File: config.mk
export PLATFORM = sky130hd
export DESIGN_NAME = ebc_top
export DESIGN_NICKNAME = d
export VERILOG_FILES = /design/src/design/ebc_pkg.sv /design/src/design/ebc_sync.sv /design/src/design/ebc_top.sv
export VERILOG_INCLUDE_DIRS = /design/src /design/src/design
export SDC_FILE = /design/constraint.sdc
export NUM_CORES = 1
export LEC_CHECK = 0
export BUFFER_PORTS_ARGS = -buffer_cell sky130_fd_sc_hd__buf_2
export CORE_MARGIN = 5
export CORE_UTILIZATION = 42
export DETAILED_ROUTE_END_ITERATION = 10
export PLACE_DENSITY_LB_ADDON = 0.05
export SYNTH_ARGS = -nofsm -noshare
export SYNTH_HDL_FRONTEND = slang
export SYNTH_HIERARCHICAL = 1
export SYNTH_SLANG_ARGS = --single-unit
File: constraint.sdc
create_clock -name clk_i -period 4.44 [get_ports clk_i]
set_input_delay 0.888 -clock clk_i [delete_from_list [all_inputs] [get_ports clk_i]]
set_output_delay 0.888 -clock clk_i [all_outputs]
set_load 0.005 [all_outputs]
File: src/design/ebc_params.svh
// constants for the external bus, interrupt and reset controller
`ifndef EBC_PARAMS_SVH
`define EBC_PARAMS_SVH
`define EBC_ADDR_W 23
`define EBC_LOW_ADDR_W 16
`define EBC_DATA_W 16
`define EBC_NUM_UINT 4
`define EBC_RESET_VECTOR 23'h00ff80
`define EBC_NMI_VECTOR 16'hff84
`define EBC_UINT_VEC_BASE 16'hffc0
`define EBC_VEC_STEP 16'h0004
`define EBC_REG_AW 3
`define EBC_OFF_CTRL 3'h0
`define EBC_OFF_IMR 3'h1
`define EBC_OFF_IFR 3'h2
`define EBC_OFF_ST 3'h3
`define EBC_OFF_IRQ_STAT 3'h4
`define EBC_OFF_IRQ_CLR 3'h5
`define EBC_OFF_IRQ_EN 3'h6
`define EBC_CTRL_GLOBAL_INTERRUPT_MASK_BIT_BIT 0
`define EBC_CTRL_KEEP_BIT 1
`define EBC_CTRL_RESET 2'h1
`define EBC_EVT_W 3
`define EBC_EVT_ACK_BIT 0
`define EBC_EVT_NMI_BIT 1
`define EBC_EVT_UINT_BIT 2
`endif

File: src/design/ebc_pkg.sv
// types shared by the external bus controller files
package ebc_pkg;
    // core side bus request
    typedef struct packed {
        logic active;
        logic write;
        logic prog;
        logic [22:0] addr;
        logic [15:0] wdata;
    } ebc_req_t;
    // interrupt sequencer states
    typedef enum logic [1:0] {
        EBC_RUN = 2'b00,
        EBC_ACK = 2'b01,
        EBC_RST = 2'b10
    } ebc_state_t;
endpackage

File: src/design/ebc_sync.sv
// two flip-flop synchroniser for a group of pin inputs
`timescale 1ns/1ps
module ebc_sync #(
    parameter int W = 1,
    parameter logic [W-1:0] INIT = '0
) (
    input wire logic clk_i,
    input wire logic rst_i,
    input wire logic ce_i,
    input wire logic [W-1:0] d_i,
    output logic [W-1:0] q_o
);
    logic [W-1:0] meta_r; // first stage, read only by second stage
    logic [W-1:0] q_r; // second stage
    // two stage capture
    always_ff @(posedge clk_i) begin
        if (rst_i) begin
            meta_r <= INIT;
            q_r <= INIT;
        end else if (ce_i) begin
            meta_r <= d_i;
            q_r <= meta_r;
        end
    end
    assign q_o = q_r;
endmodule

File: src/design/ebc_top.sv
// external bus pins, interrupt inputs, acknowledge and reset restart logic
`timescale 1ns/1ps
`include "ebc_params.svh"
module ebc_top
    import ebc_pkg::*;
(
    input wire logic clk_i,
    input wire logic rst_i,
    input wire logic ce_i,
    // core request
    input wire ebc_req_t req_i,
    output logic [15:0] rdata_o,
    output logic rvalid_o,
    // restart and vector fetch toward the core
    output logic fetch_o,
    output logic [22:0] fetch_addr_o,
    output logic core_run_o,
    // pins
    input wire logic [22:0] addr_pin_i,
    output logic [22:0] addr_pin_o,
    output logic [22:0] addr_pin_oe_n_o,
    input wire logic [15:0] data_pin_i,
    output logic [15:0] data_pin_o,
    output logic [15:0] data_pin_oe_n_o,
    input wire logic host_port_wide_select_i,
    input wire logic output_disable_n_i,
    input wire logic hold_req_n_i,
    output logic hold_ack_n_o,
    input wire logic [3:0] ext_user_interrupt_n_i,
    input wire logic nmi_n_i,
    input wire logic device_reset_n_i,
    output logic interrupt_ack_n_o,
    output logic interrupt_ack_n_oe_n_o,
    // host port view of the pins
    output logic [15:0] host_port_addr_o,
    // register port
    input wire logic [2:0] reg_addr_i,
    input wire logic [15:0] reg_wdata_i,
    input wire logic reg_wr_i,
    input wire logic reg_rd_i,
    output logic [15:0] reg_rdata_o,
    output logic irq_o
);
    // synchronised pins: uint[3:0], nmi, reset, hold, wide select, output disable
    logic [7:0] pins_s;
    logic [3:0] uint_n_s;
    logic nmi_n_s;
    logic dev_rst_n_s;
    logic hold_n_s;
    logic wide_s;
    logic odis_n_s;

    ebc_sync #(.W(9), .INIT(9'h1ff)) u_sync (
        .clk_i(clk_i),
        .rst_i(rst_i),
        .ce_i(ce_i),
        .d_i({output_disable_n_i, host_port_wide_select_i, hold_req_n_i,
              device_reset_n_i, nmi_n_i, ext_user_interrupt_n_i}),
        .q_o({odis_n_s, pins_s})
    );
    assign uint_n_s = pins_s[3:0];
    assign nmi_n_s = pins_s[4];
    assign dev_rst_n_s = pins_s[5];
    assign hold_n_s = pins_s[6];
    assign wide_s = pins_s[7];

    logic in_reset; // reset pin only, not rst_i
    assign in_reset = ~dev_rst_n_s;

    // control and interrupt registers
    logic [1:0] ctrl_r; // bit0 global_interrupt_mask_bit, bit1 data keeper enable
    logic [3:0] imr_r; // user interrupt mask
    logic [3:0] ifr_r; // user interrupt pending flags
    logic [3:0] uint_prev_r; // last sampled user levels, for edges
    logic nmi_prev_r; // last sampled nmi level
    logic nmi_pend_r; // nmi waiting for service
    logic [2:0] ev_stat_r; // sticky event status
    logic [2:0] ev_en_r; // event interrupt enable
    ebc_state_t state_r;
    ebc_state_t state_nxt;
    logic [15:0] vec_r; // vector being fetched
    logic [1:0] uint_sel; // chosen user interrupt
    logic hold_r; // bus granted away

    // falling edge detection on synchronised inputs
    wire [3:0] uint_fall = uint_prev_r & ~uint_n_s;
    wire nmi_fall = nmi_prev_r & ~nmi_n_s;

    // register write decode
    wire wr_ctrl = reg_wr_i && (reg_addr_i == `EBC_OFF_CTRL);
    wire wr_imr = reg_wr_i && (reg_addr_i == `EBC_OFF_IMR);
    wire wr_ifr = reg_wr_i && (reg_addr_i == `EBC_OFF_IFR);
    wire wr_evclr = reg_wr_i && (reg_addr_i == `EBC_OFF_IRQ_CLR);
    wire wr_even = reg_wr_i && (reg_addr_i == `EBC_OFF_IRQ_EN);
    wire global_interrupt_mask_bit = ctrl_r[`EBC_CTRL_GLOBAL_INTERRUPT_MASK_BIT_BIT];
    wire keep_en = ctrl_r[`EBC_CTRL_KEEP_BIT];

    // masked and prioritised pending user interrupts
    wire [3:0] uint_ready = ifr_r & imr_r;
    wire uint_take = (|uint_ready) && !global_interrupt_mask_bit;
    // lowest number wins
    assign uint_sel = uint_ready[0] ? 2'd0 : uint_ready[1] ? 2'd1 :
                      uint_ready[2] ? 2'd2 : 2'd3;
    wire nmi_take = nmi_pend_r;
    wire take = (state_r == EBC_RUN) && !in_reset && (nmi_take || uint_take);
    wire [15:0] uint_vec = `EBC_UINT_VEC_BASE + (16'(uint_sel) * `EBC_VEC_STEP);
    wire [15:0] vec_nxt = nmi_take ? `EBC_NMI_VECTOR : uint_vec;

    // flag clear mask from a software write, one bit clears one flag
    wire [3:0] ifr_clr = wr_ifr ? reg_wdata_i[3:0] : 4'h0;
    // acknowledge clears the serviced flag
    wire [3:0] ack_clr = (take && !nmi_take) ? (4'h1 << uint_sel) : 4'h0;

    // events: acknowledge, nmi taken, user interrupt flagged
    wire [2:0] ev_set = {|uint_fall, take && nmi_take, take};

    // sequencer next state
    always_comb begin
        state_nxt = state_r;
        case (state_r)
            EBC_RST: begin
                if (!in_reset) begin
                    state_nxt = EBC_RUN;
                end
            end
            EBC_RUN: begin
                if (in_reset) begin
                    state_nxt = EBC_RST;
                end else if (take) begin
                    state_nxt = EBC_ACK;
                end
            end
            EBC_ACK: begin
                state_nxt = in_reset ? EBC_RST : EBC_RUN;
            end
            default: begin
                state_nxt = EBC_RST;
            end
        endcase
    end

    // state, vector and edge history
    always_ff @(posedge clk_i) begin
        if (rst_i) begin
            state_r <= EBC_RST;
            vec_r <= 16'h0000;
            uint_prev_r <= 4'hf;
            nmi_prev_r <= 1'b1;
            hold_r <= 1'b0;
        end else if (ce_i) begin
            state_r <= state_nxt;
            uint_prev_r <= uint_n_s;
            nmi_prev_r <= nmi_n_s;
            hold_r <= ~hold_n_s;
            if (take) begin
                vec_r <= vec_nxt;
            end
        end
    end

    // pending flags, set wins over clear
    // reset pin reinitialises flags, mask, control and nmi pending; event status and enables kept
    always_ff @(posedge clk_i) begin
        if (rst_i || (ce_i && in_reset)) begin
            ifr_r <= 4'h0;
            imr_r <= 4'h0;
            ctrl_r <= `EBC_CTRL_RESET;
            nmi_pend_r <= 1'b0;
        end else if (ce_i) begin
            ifr_r <= (ifr_r & ~ifr_clr & ~ack_clr) | uint_fall;
            nmi_pend_r <= nmi_fall || (nmi_pend_r && !take);
            if (wr_imr) begin
                imr_r <= reg_wdata_i[3:0];
            end
            if (wr_ctrl) begin
                // a taken interrupt still sets global_interrupt_mask_bit over a software write
                ctrl_r <= reg_wdata_i[1:0] | {1'b0, take};
            end else if (take) begin
                // taking an interrupt sets global_interrupt_mask_bit
                ctrl_r[`EBC_CTRL_GLOBAL_INTERRUPT_MASK_BIT_BIT] <= 1'b1;
            end
        end
    end

    // sticky event status, set wins over a write-one clear
    always_ff @(posedge clk_i) begin
        if (rst_i) begin
            ev_stat_r <= 3'h0;
            ev_en_r <= 3'h0;
        end else if (ce_i) begin
            ev_stat_r <= (ev_stat_r & ~(wr_evclr ? reg_wdata_i[2:0] : 3'h0)) | ev_set;
            if (wr_even) begin
                ev_en_r <= reg_wdata_i[2:0];
            end
        end
    end
    assign irq_o = |(ev_stat_r & ev_en_r);

    // register read mux
    wire [15:0] rd_mux = (reg_addr_i == `EBC_OFF_CTRL) ? {14'h0, ctrl_r} :
                         (reg_addr_i == `EBC_OFF_IMR) ? {12'h0, imr_r} :
                         (reg_addr_i == `EBC_OFF_IFR) ? {12'h0, ifr_r} :
                         (reg_addr_i == `EBC_OFF_ST) ? {12'h0, hold_r, wide_s,
                                                        state_r} :
                         (reg_addr_i == `EBC_OFF_IRQ_STAT) ? {13'h0, ev_stat_r} :
                         (reg_addr_i == `EBC_OFF_IRQ_EN) ? {13'h0, ev_en_r} :
                         16'h0000;
    logic [15:0] reg_rdata_r;
    // read data one cycle after the strobe
    always_ff @(posedge clk_i) begin
        if (rst_i) begin
            reg_rdata_r <= 16'h0000;
        end else if (ce_i) begin
            reg_rdata_r <= reg_rd_i ? rd_mux : 16'h0000;
        end
    end
    assign reg_rdata_o = reg_rdata_r;

    // core bus drive, address and data registers
    logic [22:0] addr_r;
    logic [15:0] wdata_r;
    logic rd_pend_r; // read address goes out, data due at the next edge
    logic drive_data_r;
    logic ack_r;
    logic [15:0] rdata_r;
    logic rvalid_r;
    wire can_drive = !hold_r && odis_n_s;
    // high lines only in program space
    wire [22:0] bus_addr = (state_r == EBC_ACK) ? {7'h00, vec_r} :
                           req_i.prog ? req_i.addr : {7'h00, req_i.addr[15:0]};
    wire bus_go = req_i.active && !in_reset && (state_r == EBC_RUN);

    always_ff @(posedge clk_i) begin
        if (rst_i) begin
            addr_r <= 23'h000000;
            wdata_r <= 16'h0000;
            rd_pend_r <= 1'b0;
            drive_data_r <= 1'b0;
            ack_r <= 1'b0;
            rdata_r <= 16'h0000;
            rvalid_r <= 1'b0;
        end else if (ce_i) begin
            // address keeps last level while released
            if (bus_go || state_r == EBC_ACK) begin
                addr_r <= bus_addr;
            end
            // data driven only on a write
            drive_data_r <= bus_go && req_i.write;
            // sample read data once the address has been on the pins a cycle
            rd_pend_r <= bus_go && !req_i.write;
            rvalid_r <= rd_pend_r;
            if (rd_pend_r) begin
                rdata_r <= data_pin_i;
            end
            // keeper holds written value when enabled
            if (bus_go && req_i.write) begin
                wdata_r <= req_i.wdata;
            end else if (!keep_en) begin
                wdata_r <= 16'h0000;
            end
            ack_r <= (state_r == EBC_ACK);
        end
    end
    assign rdata_o = rdata_r;
    assign rvalid_o = rvalid_r;

    // release address in hold or disable; low lines inputs in wide mode
    wire addr_low_en = can_drive && !wide_s && !in_reset;
    wire addr_high_en = can_drive && !in_reset;
    assign addr_pin_o = addr_r;
    assign addr_pin_oe_n_o = {{7{~addr_high_en}}, {16{~addr_low_en}}};
    assign host_port_addr_o = wide_s ? addr_pin_i[15:0] : 16'h0000;

    // data enable gated by reset, hold and disable
    wire data_en = drive_data_r && can_drive && !in_reset;
    assign data_pin_o = wdata_r;
    assign data_pin_oe_n_o = {16{~data_en}};

    assign interrupt_ack_n_o = ~ack_r;
    assign interrupt_ack_n_oe_n_o = ~odis_n_s;
    assign hold_ack_n_o = ~hold_r;

    // reset vector loaded; first fetch on release
    assign fetch_o = (state_r == EBC_RST && !in_reset) || (state_r == EBC_ACK);
    assign fetch_addr_o = (state_r == EBC_ACK) ? {7'h00, vec_r} : `EBC_RESET_VECTOR;
    assign core_run_o = (state_r != EBC_RST);
endmodule

==> flow_summary.yaml <==
outcome:
  status: "finished, final reports clean"
cts:
  htreeDepth: 3
  ctsHoldBuffers: 0
  ctsLongestPathBuffers: 2
  cts_resized: 0
  cts_made_buffers: 9
  cts_tree: "done"
  cts_setup_buffers: 0
  cts_sinks: 110
  clk_pin_slew_ns: 0.07
  cts_root_buf: "clkbuf_16"
  clk_latency_ns: 0.35
drt:
  viasPerCell: 4.91
  drt-total-wl_um: 13700
  wl_per_cell_um: 15.1
  post-route-drc-count: 0
  dr.pass1.iters: 5
  initialDrtViolationCount: 259
  drtAntennaViolNets: 0
  vias: 4460
timing:
  skew_ns: 0.00998
  post-route-period-util_pct: 61.3
  final.min_clock_period_ns: 2.72
  maxSlewHeadroom_pct: 43.2
  rsz0062_at_grt: "false"
  final-setup-viol-count: 0
  finalHoldViolations: 0
  slew_violations: 0
  fmax_ghz: 0.368
  fin_hold_ws_ns: 0.437
  worst_pin_slew_ns: 0.851
  timing.setup.tns_ns: 0
hold_path:
  min_path_type: "reg2reg"
floorplan:
  die_h_um: 121
  io_pins: 270
  start_util_pct: 43.0
  coreArea_mm2: 0.0120
  die_area_mm2: 0.0146
  dieWidth_um: 121
  row_count: 40
global_routing:
  grt_pass1_wl_um: 21000
  grt_pass1_vias: 4102
  antenna_found_initial: 0
  grt_overflow: 0
  grtUsageTotal_pct: 17.8
  grt_max_degree: 58
logic_synthesis:
  yosysSeqAreaShare_pct: 42.7
  dominantRegCellSynth: "dfxtp_1"
  netlist_area_mm2: 0.00516
  ys_ff_latch: 110
  synth.distinct_cells: 53
  syn_inst: 602
  syn_area_per_cell_um2: 8.57
  synth_edf_count: 0
  yosys_warnings: 6
  synthArstFlopShare_pct: 0
pwr:
  vdd_ir_drop_max_v: 0.000315
  powerDensity_mw_per_mm2: 338
  power_leakage_uw: 0.00270
layout:
  diodes: 0
  nets: 871
  synthToLayoutAreaGrowth_pct: 19.5
  drive_gt1_share_pct: 33.1
place:
  gp_congestion: 0.841
  dp_hpwl_um: 10300
  port_buffers: 227
setup_path:
  crit_fanout: 21
  crit_end: "fetch_o"
  r2r_end: "addr_pin_o[7]"
  cp-start-kind: "register"
  worstRegToRegCells: 4
  end_kind: "output port"
  cp.arrival_ns: 1.83
  rr_startpoint: "state_r[0]"
  r2r_slack_ns: 2.35
  startpoint: "state_r[1]"
  required_ns: 3.55
  path_class: "reg2out"
run:
  max_cap_violations: 0
[synthesized netlist by cell type (4+ instances only)]
cell type	instances	share of area, %
a211o_1	23	3.9
a211oi_1	13	1.9
a21oi_1	45	4.4
a22oi_1	21	3.1
and2_1	21	2.5
buf_2	9	0.87
buf_4	69	10
buf_6	5	1.1
clkbuf_1	21	1.5
dfxtp_1	110	43
inv_1	12	0.87
mux2i_1	12	2.3
nand2_1	65	4.7
nand2b_1	7	0.85
nand3_1	4	0.39
nand4_1	11	1.3
nor2_1	52	3.8
nor2b_1	24	2.9
nor3_1	18	1.7
nor3b_1	4	0.58
o21ai_0	11	1.1
o21bai_1	4	0.58
[cell families (layout without fill, tap and decap cells)]
| family | after synthesis | in the layout | share of synthesized area [%] |
|---|---|---|---|
| other | 1 | 23 | 0.0727 |
| AOI/OAI and AO/OA | 136 | 136 | 18.3 |
| muxes | 14 | 14 | 2.76 |
| and+or+nand+nor | 222 | 222 | 21.5 |
| DFF | 110 | 110 | 42.7 |
| buffers and inverters | 119 | 257 | 14.6 |
[how the worst min path moves through the flow]
stage	startpoint	end	slack, ns	cells past startpoint
after floorplan	u_sync/q_o[6]	hold_r	0.41	1
after global routing	u_sync/q_o[6]	hold_r	0.46	1
after detailed placement	u_sync/q_o[6]	hold_r	0.43	1
after CTS	u_sync/q_o[6]	hold_r	0.44	1
final	u_sync/q_o[6]	hold_r	0.44	1
after global placement	u_sync/q_o[6]	hold_r	0.41	1
[worst max-delay path: stages, from the launching register on]
cell      delay [ns]
dfxtp_1         0.52
nand2b_1        0.67
nand2_1         0.11
buf_2           0.17
[routing by layer]
layer	up-vias	global-route usage (%)	wire, µm
li1	2292	-	-
met1	2044	22.8	6010
met2	113	30.0	6740
met3	11	5.03	794
met4	0	3.68	142
met5	-	0	0
[sequential cells by signal, indices dropped and copies added (netlist names), 4 cells and up]
signal / cells
u_sync/meta_r: 9
vec_r: 4
imr_r: 4
ifr_r: 4
data_pin_o: 16
rdata_o: 16
addr_pin_o: 23
uint_prev_r: 4
reg_rdata_o: 4
u_sync/q_o: 9
[metrics by stage]
stage	area, µm²	total power (µW)	util, %	setup WS, ns	cells
floorplan	5240	1240	-	2.23	624
global placement	5870	1300	48.9	1.90	893
detailed placement	5870	1310	48.9	1.88	893
CTS	6170	2120	51.4	1.70	909
global route	6170	2190	51.4	1.57	909
finish	6170	2090	51.4	1.72	909
[final cells by class]
cell class	instances	area, µm²
well taps	147	184
multi-input cells	395	2290
flip-flops and latches	110	2200
clock buffers	11	243
fillers	1213	5840
repair buffers	229	1150
clock inverters	5	56.3
inverters	12	45.0
[power by group]
part	internal [µW]	total [µW]	switching [µW]	leakage, µW
Clock	453	807	354	0.000146
Combinational	112	237	125	0.00166
Sequential	1020	1040	25.2	0.000896
Total	1580	2090	504	0.00270
[cell usage in the layout, fill, tap and decap left out, types with 2 or more instances in the layout]
cell type / n
buf_2: 226
dfxtp_1: 110
nand2_1: 65
nor2_1: 52
a21oi_1: 45
nor2b_1: 24
a211o_1: 23
conb_1: 23
and2_1: 21
a22oi_1: 21
nor3_1: 18
a211oi_1: 13
inv_1: 12
mux2i_1: 12
nand4_1: 11
o21ai_0: 11
clkbuf_16: 9
nand2b_1: 7
nand3_1: 4
nor3b_1: 4
o21bai_1: 4
a31oi_1: 3
buf_4: 3
nand3b_1: 2
mux2_2: 2
a221oi_1: 2
o211a_1: 2
o311ai_0: 2
a22o_1: 2
clkinv_2: 2
and2b_1: 2
Power figures use the tool's default switching activity.
